<file path="src/rtl/mpe_params.svh">
/*
 * Constants of the modem power and event controller: register offsets,
 * field positions, reset values and timing figures.
 * Assumes it is included by bare name wherever these numbers are used.
 */
`ifndef MPE_PARAMS_SVH
`define MPE_PARAMS_SVH

// ------------------------------------------------------------
// Register byte offsets
// ------------------------------------------------------------
`define MPE_OFS_EVT_STATUS 8'h00
`define MPE_OFS_EVT_ENABLE 8'h04
`define MPE_OFS_PWR_CTRL 8'h08
`define MPE_OFS_PWR_STATUS 8'h0c
`define MPE_OFS_COM_CFG 8'h10

// ------------------------------------------------------------
// Power control fields
// ------------------------------------------------------------
`define MPE_CTRL_DSTATE_LSB 0
`define MPE_CTRL_MAIN_KEEP 2
`define MPE_CTRL_AUX_KEEP 3
`define MPE_CTRL_RESET 32'h0000_000c

// ------------------------------------------------------------
// Power status fields
// ------------------------------------------------------------
`define MPE_STAT_DSTATE_LSB 0
`define MPE_STAT_BUSY 2
`define MPE_STAT_MAIN_EN 3
`define MPE_STAT_AUX_EN 4
`define MPE_STAT_MAIN_ISO 5
`define MPE_STAT_AUX_ISO 6
`define MPE_STAT_LOW_REQ 7
`define MPE_STAT_OFF_REQ 8

// ------------------------------------------------------------
// Serial port configuration
// ------------------------------------------------------------
`define MPE_CFG_ALT 0
`define MPE_COM_BASE_PRI 16'h03f8
`define MPE_COM_BASE_ALT 16'h02e8

// ------------------------------------------------------------
// Timing
// ------------------------------------------------------------
`define MPE_CLK_PERIOD_NS 100
`define MPE_SETTLE_NS 10000

`endif

</file>
<file path="src/rtl/mpe_pkg.sv">
/*
 * Types of the modem power and event controller.
 * Assumes nothing beyond a SystemVerilog compiler.
 */
package mpe_pkg;

    // Device power states as held in software-visible fields
    typedef enum logic [1:0] {
        DST_D0 = 2'h0,
        DST_D1 = 2'h1,
        DST_D2 = 2'h2,
        DST_D3 = 2'h3
    } mpe_dstate_type;

    // Power sequencer states, one-hot
    typedef enum logic [3:0] {
        SEQ_STABLE = 4'h1,
        SEQ_ISOLATE = 4'h2,
        SEQ_SWITCH = 4'h4,
        SEQ_SETTLE = 4'h8
    } mpe_seq_type;

endpackage

</file>
<file path="src/rtl/mpe_com_decode.sv">
/*
 * Serial port address decode and interrupt line steering.
 * Assumes io address and strobe are synchronous to the clock.
 */
`timescale 1ns/1ps
`include "mpe_params.svh"

module mpe_com_decode (
    // Clock and reset
    input wire logic clock_i,
    input wire logic rst_i,
    // Configuration
    input wire logic alt_sel_i,
    // Io cycle and uart interrupt
    input wire logic [15:0] io_addr_i,
    input wire logic io_strobe_i,
    input wire logic uart_irq_i,
    // Results
    output logic com_sel_o,
    output logic irq3_o,
    output logic irq4_o
);

    logic [15:0] base;

    // Eight-byte window, base picked by configuration
    assign base = alt_sel_i ? `MPE_COM_BASE_ALT : `MPE_COM_BASE_PRI;
    assign com_sel_o = io_strobe_i &
        (io_addr_i[15:3] == base[15:3]);
    assign irq3_o = uart_irq_i & ~alt_sel_i;
    assign irq4_o = uart_irq_i & alt_sel_i;
endmodule

</file>
<file path="src/rtl/mpe_core.sv">
/*
 * Modem power and event controller: Wishbone slave, event bits, power
 * sequencing with plane enables and isolation, serial port decode.
 * Assumes a classic Wishbone master on clock_i and synchronous inputs.
 */
// Decided for this implementation: the register addresses and the Wishbone interface to the registers.
`timescale 1ns/1ps
`include "mpe_params.svh"

module mpe_core #(
    parameter int N_EVT = 3
) (
    // Clock and reset
    input wire logic clock_i,
    input wire logic rst_i,
    // Wishbone slave
    input wire logic wb_cyc_i,
    input wire logic wb_stb_i,
    input wire logic wb_we_i,
    input wire logic [7:0] wb_adr_i,
    input wire logic [3:0] wb_sel_i,
    input wire logic [31:0] wb_dat_i,
    output logic [31:0] wb_dat_o,
    output logic wb_ack_o,
    // Platform events and ring
    input wire logic [N_EVT-1:0] event_i,
    input wire logic phone_wake_line_i,
    output logic os_event_interrupt_o,
    // Power planes and isolation
    output logic main_power_plane_o,
    output logic aux_plane_enable_o,
    output logic main_iso_o,
    output logic aux_iso_o,
    // Modem controller and phone side
    output logic modem_low_power_req_o,
    output logic modem_off_req_o,
    output logic speaker_en_o,
    output logic phone_if_power_o,
    // Serial port decode
    input wire logic [15:0] io_addr_i,
    input wire logic io_strobe_i,
    input wire logic uart_irq_i,
    output logic com_sel_o,
    output logic com_irq3_o,
    output logic com_irq4_o
);

    // ------------------------------------------------------------
    // Constants
    // ------------------------------------------------------------
    localparam int EW = N_EVT + 1;
    localparam int SETTLE_CYC = (`MPE_SETTLE_NS + `MPE_CLK_PERIOD_NS - 1)
        / `MPE_CLK_PERIOD_NS;
    localparam int CW = $clog2(SETTLE_CYC + 1);
    localparam logic [CW-1:0] SETTLE_LAST = CW'(SETTLE_CYC - 1);

    // ------------------------------------------------------------
    // Bus decode
    // ------------------------------------------------------------
    logic ack_r;
    logic [31:0] rdata_r;
    logic [31:0] rdata_nxt;
    wire bus_req = wb_cyc_i & wb_stb_i & ~ack_r;
    wire bus_wr = bus_req & wb_we_i & wb_sel_i[0];
    wire hit_sts = wb_adr_i == `MPE_OFS_EVT_STATUS;
    wire hit_en = wb_adr_i == `MPE_OFS_EVT_ENABLE;
    wire hit_ctrl = wb_adr_i == `MPE_OFS_PWR_CTRL;
    wire hit_stat = wb_adr_i == `MPE_OFS_PWR_STATUS;
    wire hit_cfg = wb_adr_i == `MPE_OFS_COM_CFG;

    // Answer one cycle after the request, drop it in the next
    always_ff @(posedge clock_i or posedge rst_i) begin
        if (rst_i) begin
            ack_r <= 1'b0;
            rdata_r <= 32'h0;
        end else begin
            ack_r <= bus_req;
            rdata_r <= bus_req ? rdata_nxt : rdata_r;
        end
    end
    assign wb_ack_o = ack_r;
    assign wb_dat_o = rdata_r;

    // ------------------------------------------------------------
    // Event status and enable
    // ------------------------------------------------------------
    logic [EW-1:0] en_r;
    logic [EW-1:0] sts;
    logic [EW-1:0] pend;
    wire [EW-1:0] evt_in = {phone_wake_line_i, event_i};
    wire [EW-1:0] sts_clr = (bus_wr & hit_sts) ? wb_dat_i[EW-1:0]
        : {EW{1'b0}};

    // Enable register, software owned
    always_ff @(posedge clock_i or posedge rst_i) begin
        if (rst_i) begin
            en_r <= {EW{1'b0}};
        end else if (bus_wr & hit_en) begin
            en_r <= wb_dat_i[EW-1:0];
        end
    end

    // One sticky bit per event pin
    for (genvar g = 0; g < EW; g++) begin : g_evt
        mpe_evt_bit u_bit (
            .clock_i(clock_i),
            .rst_i(rst_i),
            .set_i(evt_in[g]),
            .clr_i(sts_clr[g]),
            .en_i(en_r[g]),
            .sts_o(sts[g]),
            .pend_o(pend[g])
        );
    end

    // Ring wake needs no plane: event logic sits on core power
    assign os_event_interrupt_o = |pend;

    // ------------------------------------------------------------
    // Power control register
    // ------------------------------------------------------------
    logic [1:0] req_state_r;
    logic main_keep_r;
    logic aux_keep_r;
    logic alt_sel_r;

    // Requested state and plane keep bits; keep bits let software
    // hold a plane for other devices sharing it
    always_ff @(posedge clock_i or posedge rst_i) begin
        if (rst_i) begin
            req_state_r <= mpe_pkg::DST_D0;
            main_keep_r <= 1'b1;
            aux_keep_r <= 1'b1;
        end else if (bus_wr & hit_ctrl) begin
            req_state_r <= wb_dat_i[`MPE_CTRL_DSTATE_LSB +: 2];
            main_keep_r <= wb_dat_i[`MPE_CTRL_MAIN_KEEP];
            aux_keep_r <= wb_dat_i[`MPE_CTRL_AUX_KEEP];
        end
    end

    // Serial port resource choice
    always_ff @(posedge clock_i or posedge rst_i) begin
        if (rst_i) begin
            alt_sel_r <= 1'b0;
        end else if (bus_wr & hit_cfg) begin
            alt_sel_r <= wb_dat_i[`MPE_CFG_ALT];
        end
    end

    // ------------------------------------------------------------
    // Power sequencer
    // ------------------------------------------------------------
    mpe_pkg::mpe_seq_type seq_r;
    mpe_pkg::mpe_seq_type seq_nxt;
    logic [1:0] cur_state_r;
    logic [1:0] tgt_state_r;
    logic tgt_main_r;
    logic tgt_aux_r;
    logic main_en_r;
    logic aux_en_r;
    logic main_iso_r;
    logic aux_iso_r;
    logic [CW-1:0] cnt_r;

    // Plane needs per state, plus software keep bits
    wire req_d0 = req_state_r == mpe_pkg::DST_D0;
    wire req_d1 = req_state_r == mpe_pkg::DST_D1;
    wire want_main = main_keep_r | req_d0 | req_d1;
    wire want_aux = aux_keep_r | req_d0;
    wire change = (req_state_r != cur_state_r) |
        (want_main != main_en_r) | (want_aux != aux_en_r);
    wire settle_done = cnt_r == '0;
    // Step order: isolate falling planes, switch, settle, commit
    always_comb begin
        case (seq_r)
            mpe_pkg::SEQ_STABLE:
                seq_nxt = change ? mpe_pkg::SEQ_ISOLATE : mpe_pkg::SEQ_STABLE;
            mpe_pkg::SEQ_ISOLATE:
                seq_nxt = mpe_pkg::SEQ_SWITCH;
            mpe_pkg::SEQ_SWITCH:
                seq_nxt = mpe_pkg::SEQ_SETTLE;
            mpe_pkg::SEQ_SETTLE:
                seq_nxt = settle_done ? mpe_pkg::SEQ_STABLE
                    : mpe_pkg::SEQ_SETTLE;
            default:
                seq_nxt = mpe_pkg::SEQ_STABLE;
        endcase
    end
    // Sequencer state
    always_ff @(posedge clock_i or posedge rst_i) begin
        if (rst_i) begin
            seq_r <= mpe_pkg::SEQ_STABLE;
        end else begin
            seq_r <= seq_nxt;
        end
    end
    // Target latched on start so mid-sequence writes wait their turn
    always_ff @(posedge clock_i or posedge rst_i) begin
        if (rst_i) begin
            tgt_state_r <= mpe_pkg::DST_D0;
            tgt_main_r <= 1'b1;
            tgt_aux_r <= 1'b1;
        end else if (seq_r == mpe_pkg::SEQ_STABLE) begin
            tgt_state_r <= req_state_r;
            tgt_main_r <= want_main;
            tgt_aux_r <= want_aux;
        end
    end
    // Isolation rises before a plane drops, falls after it settles
    always_ff @(posedge clock_i or posedge rst_i) begin
        if (rst_i) begin
            main_iso_r <= 1'b0;
            aux_iso_r <= 1'b0;
        end else if (seq_r == mpe_pkg::SEQ_ISOLATE) begin
            main_iso_r <= main_iso_r | ~tgt_main_r;
            aux_iso_r <= aux_iso_r | ~tgt_aux_r;
        end else if (seq_r == mpe_pkg::SEQ_SETTLE && settle_done) begin
            main_iso_r <= ~tgt_main_r;
            aux_iso_r <= ~tgt_aux_r;
        end
    end
    // Plane enables, on at reset so the modem starts in D0
    always_ff @(posedge clock_i or posedge rst_i) begin
        if (rst_i) begin
            main_en_r <= 1'b1;
            aux_en_r <= 1'b1;
        end else if (seq_r == mpe_pkg::SEQ_SWITCH) begin
            main_en_r <= tgt_main_r;
            aux_en_r <= tgt_aux_r;
        end
    end
    // Settle counter; planes need time before the modem sees its state
    always_ff @(posedge clock_i or posedge rst_i) begin
        if (rst_i) begin
            cnt_r <= '0;
        end else if (seq_r == mpe_pkg::SEQ_SWITCH) begin
            cnt_r <= SETTLE_LAST;
        end else if (!settle_done) begin
            cnt_r <= cnt_r - 1'b1;
        end
    end
    // Commit the modem state only after planes are settled, so aux
    // is already gone, unless its keep bit holds it, when the low power request rises
    always_ff @(posedge clock_i or posedge rst_i) begin
        if (rst_i) begin
            cur_state_r <= mpe_pkg::DST_D0;
        end else if (seq_r == mpe_pkg::SEQ_SETTLE && settle_done) begin
            cur_state_r <= tgt_state_r;
        end
    end

    // ------------------------------------------------------------
    // Modem side outputs
    // ------------------------------------------------------------
    wire cur_d0 = cur_state_r == mpe_pkg::DST_D0;
    wire cur_d1 = cur_state_r == mpe_pkg::DST_D1;
    assign modem_low_power_req_o = cur_d1;
    assign modem_off_req_o = ~cur_d0 & ~cur_d1;
    assign speaker_en_o = cur_d0;
    assign phone_if_power_o = cur_d0;
    assign main_power_plane_o = main_en_r;
    assign aux_plane_enable_o = aux_en_r;
    assign main_iso_o = main_iso_r;
    assign aux_iso_o = aux_iso_r;

    // ------------------------------------------------------------
    // Read mux
    // ------------------------------------------------------------
    wire [31:0] stat_word = {23'h0, modem_off_req_o, modem_low_power_req_o,
        aux_iso_r, main_iso_r, aux_en_r, main_en_r,
        seq_r != mpe_pkg::SEQ_STABLE, cur_state_r};
    wire [31:0] ctrl_word = {28'h0, aux_keep_r, main_keep_r, req_state_r};
    assign rdata_nxt = hit_sts ? {{(32-EW){1'b0}}, sts}
        : hit_en ? {{(32-EW){1'b0}}, en_r}
        : hit_ctrl ? ctrl_word
        : hit_stat ? stat_word
        : hit_cfg ? {31'h0, alt_sel_r}
        : 32'h0;

    // ------------------------------------------------------------
    // Serial port decode
    // ------------------------------------------------------------
    mpe_com_decode u_com (
        .clock_i(clock_i),
        .rst_i(rst_i),
        .alt_sel_i(alt_sel_r),
        .io_addr_i(io_addr_i),
        .io_strobe_i(io_strobe_i),
        .uart_irq_i(uart_irq_i),
        .com_sel_o(com_sel_o),
        .irq3_o(com_irq3_o),
        .irq4_o(com_irq4_o)
    );

    // Settle length counted apart from the sequencer's own counter
    logic [CW-1:0] settle_len_r;
    always_ff @(posedge clock_i or posedge rst_i) begin
        if (rst_i) begin
            settle_len_r <= '0;
        end else begin
            settle_len_r <= (seq_r == mpe_pkg::SEQ_SETTLE) ?
                settle_len_r + 1'b1 : '0;
        end
    end
endmodule

</file>
<file path="src/rtl/mpe_evt_bit.sv">
/*
 * One sticky event status bit with its enable gate.
 * Assumes set and clear are single-cycle synchronous strobes.
 */
`timescale 1ns/1ps

module mpe_evt_bit (
    // Clock and reset
    input wire logic clock_i,
    input wire logic rst_i,
    // Event and software controls
    input wire logic set_i,
    input wire logic clr_i,
    input wire logic en_i,
    // Results
    output logic sts_o,
    output logic pend_o
);

    logic sts_r;
    logic sts_nxt;

    // Set beats clear so an event in the clearing cycle survives
    assign sts_nxt = set_i | (sts_r & ~clr_i);
    assign sts_o = sts_r;
    assign pend_o = sts_r & en_i;

    // Status flop, cleared at reset
    always_ff @(posedge clock_i or posedge rst_i) begin
        if (rst_i) begin
            sts_r <= 1'b0;
        end else begin
            sts_r <= sts_nxt;
        end
    end
endmodule

</file>
<file path="config.mk">
export PLATFORM = sky130hd
export DESIGN_NAME = mpe_core
export DESIGN_NICKNAME = d
export VERILOG_FILES = /design/src/rtl/mpe_pkg.sv /design/src/rtl/mpe_com_decode.sv /design/src/rtl/mpe_core.sv /design/src/rtl/mpe_evt_bit.sv
export VERILOG_INCLUDE_DIRS = /design/src /design/src/rtl
export SDC_FILE = /design/constraint.sdc
export NUM_CORES = 1
export LEC_CHECK = 0
export BUFFER_PORTS_ARGS = -buffer_cell sky130_fd_sc_hd__buf_4
export CORE_UTILIZATION = 50
export DETAILED_ROUTE_END_ITERATION = 10
export GPL_TIMING_DRIVEN = 0
export PLACE_DENSITY = 0.93
export SKIP_CTS_REPAIR_TIMING = 1
export SYNTH_ARGS = -nofsm -noshare
export SYNTH_HDL_FRONTEND = slang
export SYNTH_HIERARCHICAL = 1
export SYNTH_SLANG_ARGS = --single-unit
</file>
<file path="constraint.sdc">
create_clock -name clock_i -period 5.4 [get_ports clock_i]
set_clock_uncertainty 0.05 [all_clocks]
set_input_delay 0.27 -clock clock_i [delete_from_list [all_inputs] [get_ports clock_i]]
set_output_delay 0.27 -clock clock_i [all_outputs]
set_load 0.03 [all_outputs]
</file>
Word-level counts from Yosys, hierarchy flattened

Cells that the tools add are included.

Register bits: 67
Bits of input ports: 71
Output and inout port bits: 45
Logic and storage cells: 102

Add/sub/neg operators: 1
Eq/ne operators: 16
Mux-type cells: 16
Bitwise gates (word level): 41
Reductions and logical operators: 7

Operator list:

| operator            | count |
|---|---|
| $mux 9              | 5 |
| $and 1x1->1         | 20 |
| $eq 8x4->1 const B  | 2 |
| $pmux 4 s4          | 1 |
| $mux 7              | 2 |
| $eq 13x13->1        | 1 |
| $or 1x1->1          | 11 |
| $not 1->1           | 10 |
| $eq 8x3->1 const B  | 1 |
| $eq 8x5->1 const B  | 1 |
| $logic_not 8->1     | 1 |
| $mux 4              | 2 |
| $logic_not 7->1     | 1 |
| $sub 7x1->7 const B | 1 |
| $mux 1              | 5 |
| $eq 2x1->1 const B  | 2 |
| $eq 4x1->1 const B  | 1 |
| $eq 4x2->1 const B  | 1 |
| $eq 4x3->1 const B  | 1 |
| $eq 4x4->1 const B  | 1 |
| $logic_not 2->1     | 2 |
| $ne 4x1->1 const B  | 1 |
| $reduce_or 4->1     | 1 |
| $mux 2              | 1 |
| 5 further kinds     | 6 |

Depth between registers and ports, before layout

Gate-level depths: netlist of the first run.

Word-level depth: 9
Gate-level depth with buffers: 7
Depth with buffers taken out: 7

By module

Netlist of the first run, hierarchy kept.

Modules (own cells, without submodules):

| module         | times used | cells an instance | area an instance (um^2) | sequential area each (um^2) |
|---|---|---|---|---|
| mpe_core       | 1          | 223               | 2197.1                  | 1009.7 |
| mpe_evt_bit    | 4          | 5                 | 46.3                    | 25.0 |
| mpe_com_decode | 1          | 8                 | 81.3                    | 0.0 |

Least setup slack after synthesis of the first run

Ideal clock, no wire load.

Kind: register -> register
Start: register cnt_r[0]
End: register cur_state_r[0]
Setup time: 125 ps
Arrival time: 1682 ps
Data required time: 5225 ps
Slack: 3543 ps
Cell stages (with the launch flop): 6
Clock period less this slack: 1857 ps
Path through: dfrtp_1 inv_1 ha_1 or3b_1 or3b_1 mux2_2

Word-level cells in the longest chain between the ends: 2

RTL lines:

| element                | line            | RTL |
|---|---|---|
| start, declared        | mpe_core.sv:163 | `logic [CW-1:0] cnt_r;` |
| start signal, assigned | mpe_core.sv:239 | `cnt_r <= cnt_r - 1'b1;` |
| $logic_not 7->1        | mpe_core.sv:172 | `wire settle_done = cnt_r == '0;` |
| $logic_and 1x1->1      | mpe_core.sv:247 | `end else if (seq_r == mpe_pkg::SEQ_SETTLE && settle_done) begin` |
| end signal, assigned   | mpe_core.sv:246 | `cur_state_r <= mpe_pkg::DST_D0;` |
| end signal, assigned   | mpe_core.sv:248 | `cur_state_r <= tgt_state_r;` |
| end, declared          | mpe_core.sv:155 | `logic [1:0] cur_state_r;` |

No other way between the ends.
A chain may end at the register's enable or synchronous reset.

Final worst setup path of the first run

Start: register cnt_r[0]
End: register seq_r[0]

Word-level cells in the longest chain between the ends: 3

RTL lines:

| element              | line            | RTL |
|---|---|---|
| $logic_not 7->1      | mpe_core.sv:172 |  |
| $mux 4               | mpe_core.sv:183 | `seq_nxt = settle_done ? mpe_pkg::SEQ_STABLE` |
| $pmux 4 s4           | mpe_core.sv:175 | `case (seq_r)` |
| net seq_nxt[0]       | mpe_core.sv:154 | `mpe_pkg::mpe_seq_type seq_nxt;` |
| end signal, assigned | mpe_core.sv:192 | `seq_r <= mpe_pkg::SEQ_STABLE;` |
| end signal, assigned | mpe_core.sv:194 | `seq_r <= seq_nxt;` |
| end, declared        | mpe_core.sv:153 | `mpe_pkg::mpe_seq_type seq_r;` |

The timed path passes the listed nets, and every way through them passes these cells.

==> summary.md, run 1 <==
### Timing
• post-route clock period utilization: 0.392
• min cycle time layout: 2120 ps
• final slew viol count: 0
• final hold violations: 0
• Max Freq: 0.473 GHz
• worst max-slew margin expressed relative to the limit: 0.406
• minimum hold slack: 92.7 ps
• slew at the pin with the worst max-slew slack: 888 ps
• Setup Viol. Count Final: 0
• Setup TNS: 0 ps
• unrepaired setup endpoints after global routing: false

### Placed design
• cell count after placement: 397
• Placer Congestion: 0.773
• cell area after placement: 3060 µm²
• Port Buffer Count: 57
• Detail Placement HPWL: 4.06 mm

### Pwr
• sequential power share: 0.529
• switch share: 0.250
• internal power contribution: 470 µW
• maximum VDD drop: 117 µV
• Psw: 157 µW
• PnR Total Power: 626 µW
• clock network power share: 0.335
• power share of the combinational group: 0.135
• pwr dens: 198 nW/µm²
• Lkg Pwr: 1.54 nW

### Worst setup path
• Crit Path Max Fanout: 6
• kind of start point of the critical path: register
• Data arrival, critical path: 2300 ps
• kind of end point of the critical path: register
• startpoint-to-endpoint class of the critical path: reg2reg
• data required time at the worst endpoint: 5590 ps

### Routing
• violation count after the first detailed-routing iteration: 120
• Avg WL per Cell: 13.3 µm
• routed vias/inst: 4.95
• DRC Markers: 0
• post-route antenna net violation count: 0
• total length of routed wires: 5.39 mm
• Initial DRT Pass Iterations: 4
• via count: 2,008

### GRT
• number of antenna violations at the first check in global routing: 0
• maximum number of pins on one net before global-route repair: 41
• global-route wire length before repair: 8.94 mm
• total track usage: 0.221
• number of global-route vias before repair: 1,986
• total congestion overflow: 0

### Final layout
• Ant. Diodes: 0
• Final Instance Count excl. Fillers: 406
• most frequent cells in the layout: buf_4 (81), dfrtp_1 (37), nand2_1 (30), conb_1 (23), o21ai_0 (15)
• most frequent standard cell in the layout excluding fill and tap cells: buf_4
• layout overhead on the synthesized area: 28.3%
• Layout fillers: 349
• summed area of non-filler cells in the final layout: 3160 µm²
• share of post-route cells with drive strength above 1: 0.360
• # nets final: 411

### Yosys
• Synthesis Warnings: 6
• mean post-synth cell area: 9.82 µm²
• sequential cell area fraction in the yosys report: 0.450
• post-synthesis cell count: 251
• flip-flop cell with the highest count after synthesis: dfrtp_1
• multiplexer fraction of the synthesized cell area: 0.0858
• number of flops mapped to enable cells by yosys: 0
• complex-gate fraction of the synthesized area: 0.0868
• simple-gate share of the synthesized area: 0.234
• flip-flop and latch count after synthesis: 44
• main combinational cell family by area after synthesis: simple AND/OR/NAND/NOR gates
• Netlist cell types: 52
• post-synthesis cell area: 2460 µm²
• adder-cell share of the synthesized area: 0.0102
• parity-gate share of the synthesized area counting xor and xnor cells: 0.0213
• Async SR Flop Fraction: 1.00

### Run
• max-cap violation count: 0

### Die
• DIE HEIGHT: 72.2 µm
• Top-Level Pins: 116
• std cell rows: 25
• Die W: 72.2 µm
• core area: 4720 µm²
• Die Area: 5210 µm²
• initial core utilization: 0.522

### CTS
• CTS Sinks: 44
• cts bufs inserted: 5
• CTS Buffer Depth: 2
• clock root buffer: clkbuf_8
• insertion delay to the later sink of the worst-skew pair: 300 ps
• CTS H-tree lvls: 2
• CTS tree: yes
• clock slew at the register clock pins of the worst setup and hold paths: 80 ps

### Outcome
• status: finished, final reports clean

### Min path
• worst hold path type: in2reg

[worst paths after layout]
kind	startpoint	end	slack, ps	cells after the start
worst max-delay path	cnt_r[0]	seq_r[0]	3280	7
worst min-delay path	event_i[0]	g_evt[0].u_bit/sts_o	90	2
worst max register to register	cnt_r[0]	seq_r[0]	3280	7
worst min register to register	tgt_aux_r	aux_plane_enable_o	420	2
max in group asynchronous	rst_i	alt_sel_r	4120	3
min in group asynchronous	rst_i	g_evt[3].u_bit/sts_o	330	3
[metrics by stage]
stage | setup WS (ps) | utilization
finish | 3280 | 0.669
global route | 3180 | 0.669
CTS | 3280 | 0.667
global placement | 3380 | 0.647
floorplan | 3540 | -
detailed placement | 3370 | 0.647
[logic make-up after synthesis]
| group | Yosys count |
|---|---|
| AO/OA/AOI/OAI | 35 |
| XOR/XNOR | 6 |
| adder cells (fa/ha/maj) | 2 |
| buffers and inverters | 48 |
| flip-flops | 44 |
| multiplexers | 17 |
| other | 1 |
| AND/OR/NAND/NOR | 98 |
[cells in the mapped netlist, types with 2 or more instances]
cell | n | share of area
dfrtp_1 | 37 | 0.38
nand2_1 | 30 | 0.046
buf_4 | 24 | 0.073
o21ai_0 | 15 | 0.030
inv_1 | 14 | 0.021
nor2_1 | 14 | 0.021
mux2_2 | 13 | 0.059
and2_1 | 8 | 0.020
clkbuf_1 | 8 | 0.012
dfstp_2 | 7 | 0.075
a21oi_1 | 5 | 0.010
nand3_1 | 5 | 0.010
nor2b_1 | 5 | 0.013
a21o_1 | 4 | 0.012
nor3b_1 | 4 | 0.012
a31oi_1 | 3 | 0.0076
nand2b_1 | 3 | 0.0076
nor4b_1 | 3 | 0.011
xnor2_1 | 3 | 0.011
xor2_1 | 3 | 0.011
and2_0 | 2 | 0.0051
and3_1 | 2 | 0.0051
and4bb_2 | 2 | 0.010
ha_1 | 2 | 0.010
mux2i_1 | 2 | 0.0081
mux4_2 | 2 | 0.018
nand4_1 | 2 | 0.0051
nor3_1 | 2 | 0.0041
o211ai_1 | 2 | 0.0061
or3b_1 | 2 | 0.0071
or4_1 | 2 | 0.0061
[power groups by stage]
stage / Sequential, mW / Clock (mW) / Combinational (mW)
floorplan: 0.339 / 0 / 0.0533
global placement: 0.338 / 0 / 0.0816
detailed placement: 0.338 / 0 / 0.0836
CTS: 0.332 / 0.217 / 0.0838
global route: 0.332 / 0.226 / 0.0912
finish: 0.332 / 0.210 / 0.0848
[final cells by class]
| type | instances | area, µm² | area share |
|---|---|---|---|
| Buffer | 33 | 215 | 0.0681 |
| Clock buffer | 6 | 82.6 | 0.0261 |
| Clock inverter | 2 | 10.0 | 0.00317 |
| Inverter | 15 | 56.3 | 0.0178 |
| Multi-Input combinational cell | 181 | 1160 | 0.369 |
| Sequential cell | 44 | 1110 | 0.351 |
| Tap cell | 67 | 83.8 | 0.0265 |
| Timing Repair Buffer | 58 | 438 | 0.139 |
[metal layers]
layer / GRT usage / share of wire
met3: 0.0403 / 0.048
met5: 0 / 0
met4: 0.0871 / 0.017
met1: 0.267 / 0.41
met2: 0.391 / 0.52
[worst max-delay path, cell delays in order (launching register included)]
cell and delay, ps:
dfrtp_1 410, inv_1 90, ha_1 160, or3b_1 400, or2_2 290, clkbuf_1 170, a211oi_1 270, and3_1 220
[sequential cells by signal, summed over array words and instances (netlist names)]
name,count
req_state_r,2
en_r,4
tgt_state_r,2
tgt_main_r,1
tgt_aux_r,1
main_iso_o,1
wb_ack_o,1
cnt_r,7
cur_state_r,2
g_evt.u_bit/sts_o,4
aux_plane_enable_o,1
main_keep_r,1
alt_sel_r,1
seq_r,4
aux_iso_o,1
wb_dat_o,9
aux_keep_r,1
main_power_plane_o,1
(Power assumes the default switching activity.)
==> run 2: changes to the inputs <==
Settings changed: CORE_UTILIZATION 50 to 47, PLACE_DENSITY 0.93 to 0.89.
Clock period 5.4 ns to 2.05 ns, I/O delays scaled along.
==> run 2 against run 1 <==
Worst hold slack got worse by 92 ps. Utilization increased by 0.086 points. Register-to-register slack got worse by 3200 ps. Combinational power increased to 2.7 times the previous value. Clock-buffer cell count increased by 1. Global-route usage decreased by 0.78 points. Cell count increased by 1.2%. First-iteration DRC count decreased by 13%. Total power increased to 2.9 times the previous value. Critical endpoint is now cur_state_r[1]. Highest routed layer unchanged.
==> summary.md, run 2 (synthesis gave the netlist of run 1 again) <==
### Outcome
• status: finished, final reports clean

### Worst setup path
• startpoint of the worst register-to-register path: cnt_r[0]
• Critical R2R Capture: cur_state_r[1]
• kind of end point of the critical path: register
• data required time at the worst endpoint: 2190 ps, -3400 ps
• Critical path origin: cnt_r[0]
• kind of start point of the critical path: register
• startpoint-to-endpoint class of the critical path: reg2reg
• number of cell instances on the worst register-to-register path: 5, -2
• reg-to-reg slack, setup: 120 ps, -3160 ps
• end point of the critical path: cur_state_r[1]
• Data arrival, critical path: 2060 ps, -240 ps
• Crit Path Max Fanout: 5, -1

### Final layout
• layout overhead on the synthesized area: 32.7%
• post-route core utilization: 0.670, +0.000861
• Ant. Diodes: 0, unchanged
• summed area of non-filler cells in the final layout: 3270 µm², +3.4%
• share of post-route cells with drive strength above 1: 0.363, +0.00349
• most frequent cells in the layout: buf_4 (81), dfrtp_1 (37), nand2_1 (30), conb_1 (23), nor2_1 (14)
• # nets final: 416, +1.2%
• most frequent standard cell in the layout excluding fill and tap cells: buf_4
• Final Instance Count excl. Fillers: 411, +1.2%
• max reg flops: 9, unchanged

### Routing
• routed vias/inst: 4.98, +0.65%
• DRC Markers: 0, unchanged
• Avg WL per Cell: 13.5 µm, +1.4%
• via count: 2,046, +1.9%
• violation count after the first detailed-routing iteration: 104, -13%
• total length of routed wires: 5.53 mm, +2.6%
• Initial DRT Pass Iterations: 4, unchanged
• post-route antenna net violation count: 0, unchanged

### CTS
• CTS tree: yes
• insertion delay to the later sink of the worst-skew pair: 300 ps, about the same
• cts bufs inserted: 5, unchanged
• clock slew at the register clock pins of the worst setup and hold paths: 80 ps, about the same
• clock root buffer: clkbuf_8
• CTS Sinks: 44, unchanged
• CTS H-tree lvls: 2, unchanged
• CTS Buffer Depth: 2, unchanged

### Min path
• HP Start: wb_dat_i[1]
• number of cells on the worst hold path: 2, unchanged
• worst hold path type: in2reg

### Pwr
• pwr dens: 558 nW/µm², +180%
• maximum VDD drop: 374 µV, +220%
• Lkg Pwr: 1.58 nW, +2.6%

### Die
• Top-Level Pins: 116, unchanged
• Die W: 74.4 µm, +3.1%
• initial core utilization: 0.505, -0.0167
• core area: 4880 µm², +3.3%
• std cell rows: 25, unchanged
• Die Area: 5540 µm², +6.2%
• DIE HEIGHT: 74.4 µm, +3.1%

### Run
• max-cap violation count: 0, unchanged

### Timing
• post-route clock period utilization: 0.939, +0.548
• slew at the pin with the worst max-slew slack: 832 ps, -56.0 ps
• Setup Viol. Count Final: 0, unchanged
• final slew viol count: 0, unchanged
• worst max-slew margin expressed relative to the limit: 0.444, +0.0380
• final hold violations: 0, unchanged
• min cycle time layout: 1930 ps, -190 ps
• minimum hold slack: 1.04 ps, -91.7 ps
• Max Freq: 0.519 GHz, +9.8%
• Setup TNS: 0 ps, unchanged

### GRT
• total congestion overflow: 0, unchanged
• global-route wire length before repair: 8.87 mm, -0.77%
• number of antenna violations at the first check in global routing: 0, unchanged
• maximum number of pins on one net before global-route repair: 41, unchanged
• number of global-route vias before repair: 1,970, -0.81%
• total track usage: 0.214, -0.00780

### Placed design
• cell count after placement: 397, unchanged
• Port Buffer Count: 57, unchanged
• cell area after placement: 3060 µm², unchanged
• Detail Placement HPWL: 4.00 mm, -1.6%
• Placer Congestion: 0.802, +3.7%

[run 2: routing by layer]
| metal | global-route usage | routed length, µm | vias up |
|---|---|---|---|
| met1 | 0.271 | 2340 | 969 |
| met5 | 0 | 0 | - |
| li1 | - | - | 995 |
| met4 | 0.0860 | 141 | 0 |
| met2 | 0.353 | 2760 | 67 |
| met3 | 0.0488 | 294 | 15 |
[run 2: report_power, final]
group | total (mW) | leakage, nW | internal, mW | switching (mW)
clock | 0.718 | 0.0645 | 0.430 | 0.288
combinational | 0.233 | 0.969 | 0.105 | 0.129
sequential | 0.873 | 0.543 | 0.871 | 0.00200
total | 1.82 | 1.58 | 1.41 | 0.419
[run 2: layout make-up]
class / count / area, µm²
fillers: 368 / 1610
multi-input cells: 181 / 1180
flip-flops and latches: 44 / 1110
repair buffers: 64 / 498
plain buffers: 32 / 211
clock buffers: 7 / 96.3
well taps: 67 / 83.8
inverters: 15 / 56.3
clock inverters: 1 / 30.0
[run 2: worst min-delay path by stage]
stage / end / slack [ps]
4_1_cts: g_evt[1].u_bit/sts_o / -400
6_report: req_state_r[1] / 1
3_3_place_gp: g_evt[2].u_bit/sts_o / -70
3_5_place_dp: g_evt[1].u_bit/sts_o / -70
2_1_floorplan: g_evt[0].u_bit/sts_o / -220
5_1_grt: req_state_r[1] / 6
[run 2: stage by stage]
step / worst slack (ps) / power [mW]
6_report: 124 / 1.82
4_1_cts: 11.0 / 1.83
5_1_grt: -0.702 / 1.89
3_3_place_gp: 57.6 / 1.11
3_5_place_dp: 30.8 / 1.11
2_1_floorplan: 193 / 1.03
[run 2: worst max-delay path, cell delays in order (launching register included)]
cell	delay, ps
dfrtp_1	410
inv_1	90
ha_1	160
or3b_4	400
or3b_4	420
mux2_2	280
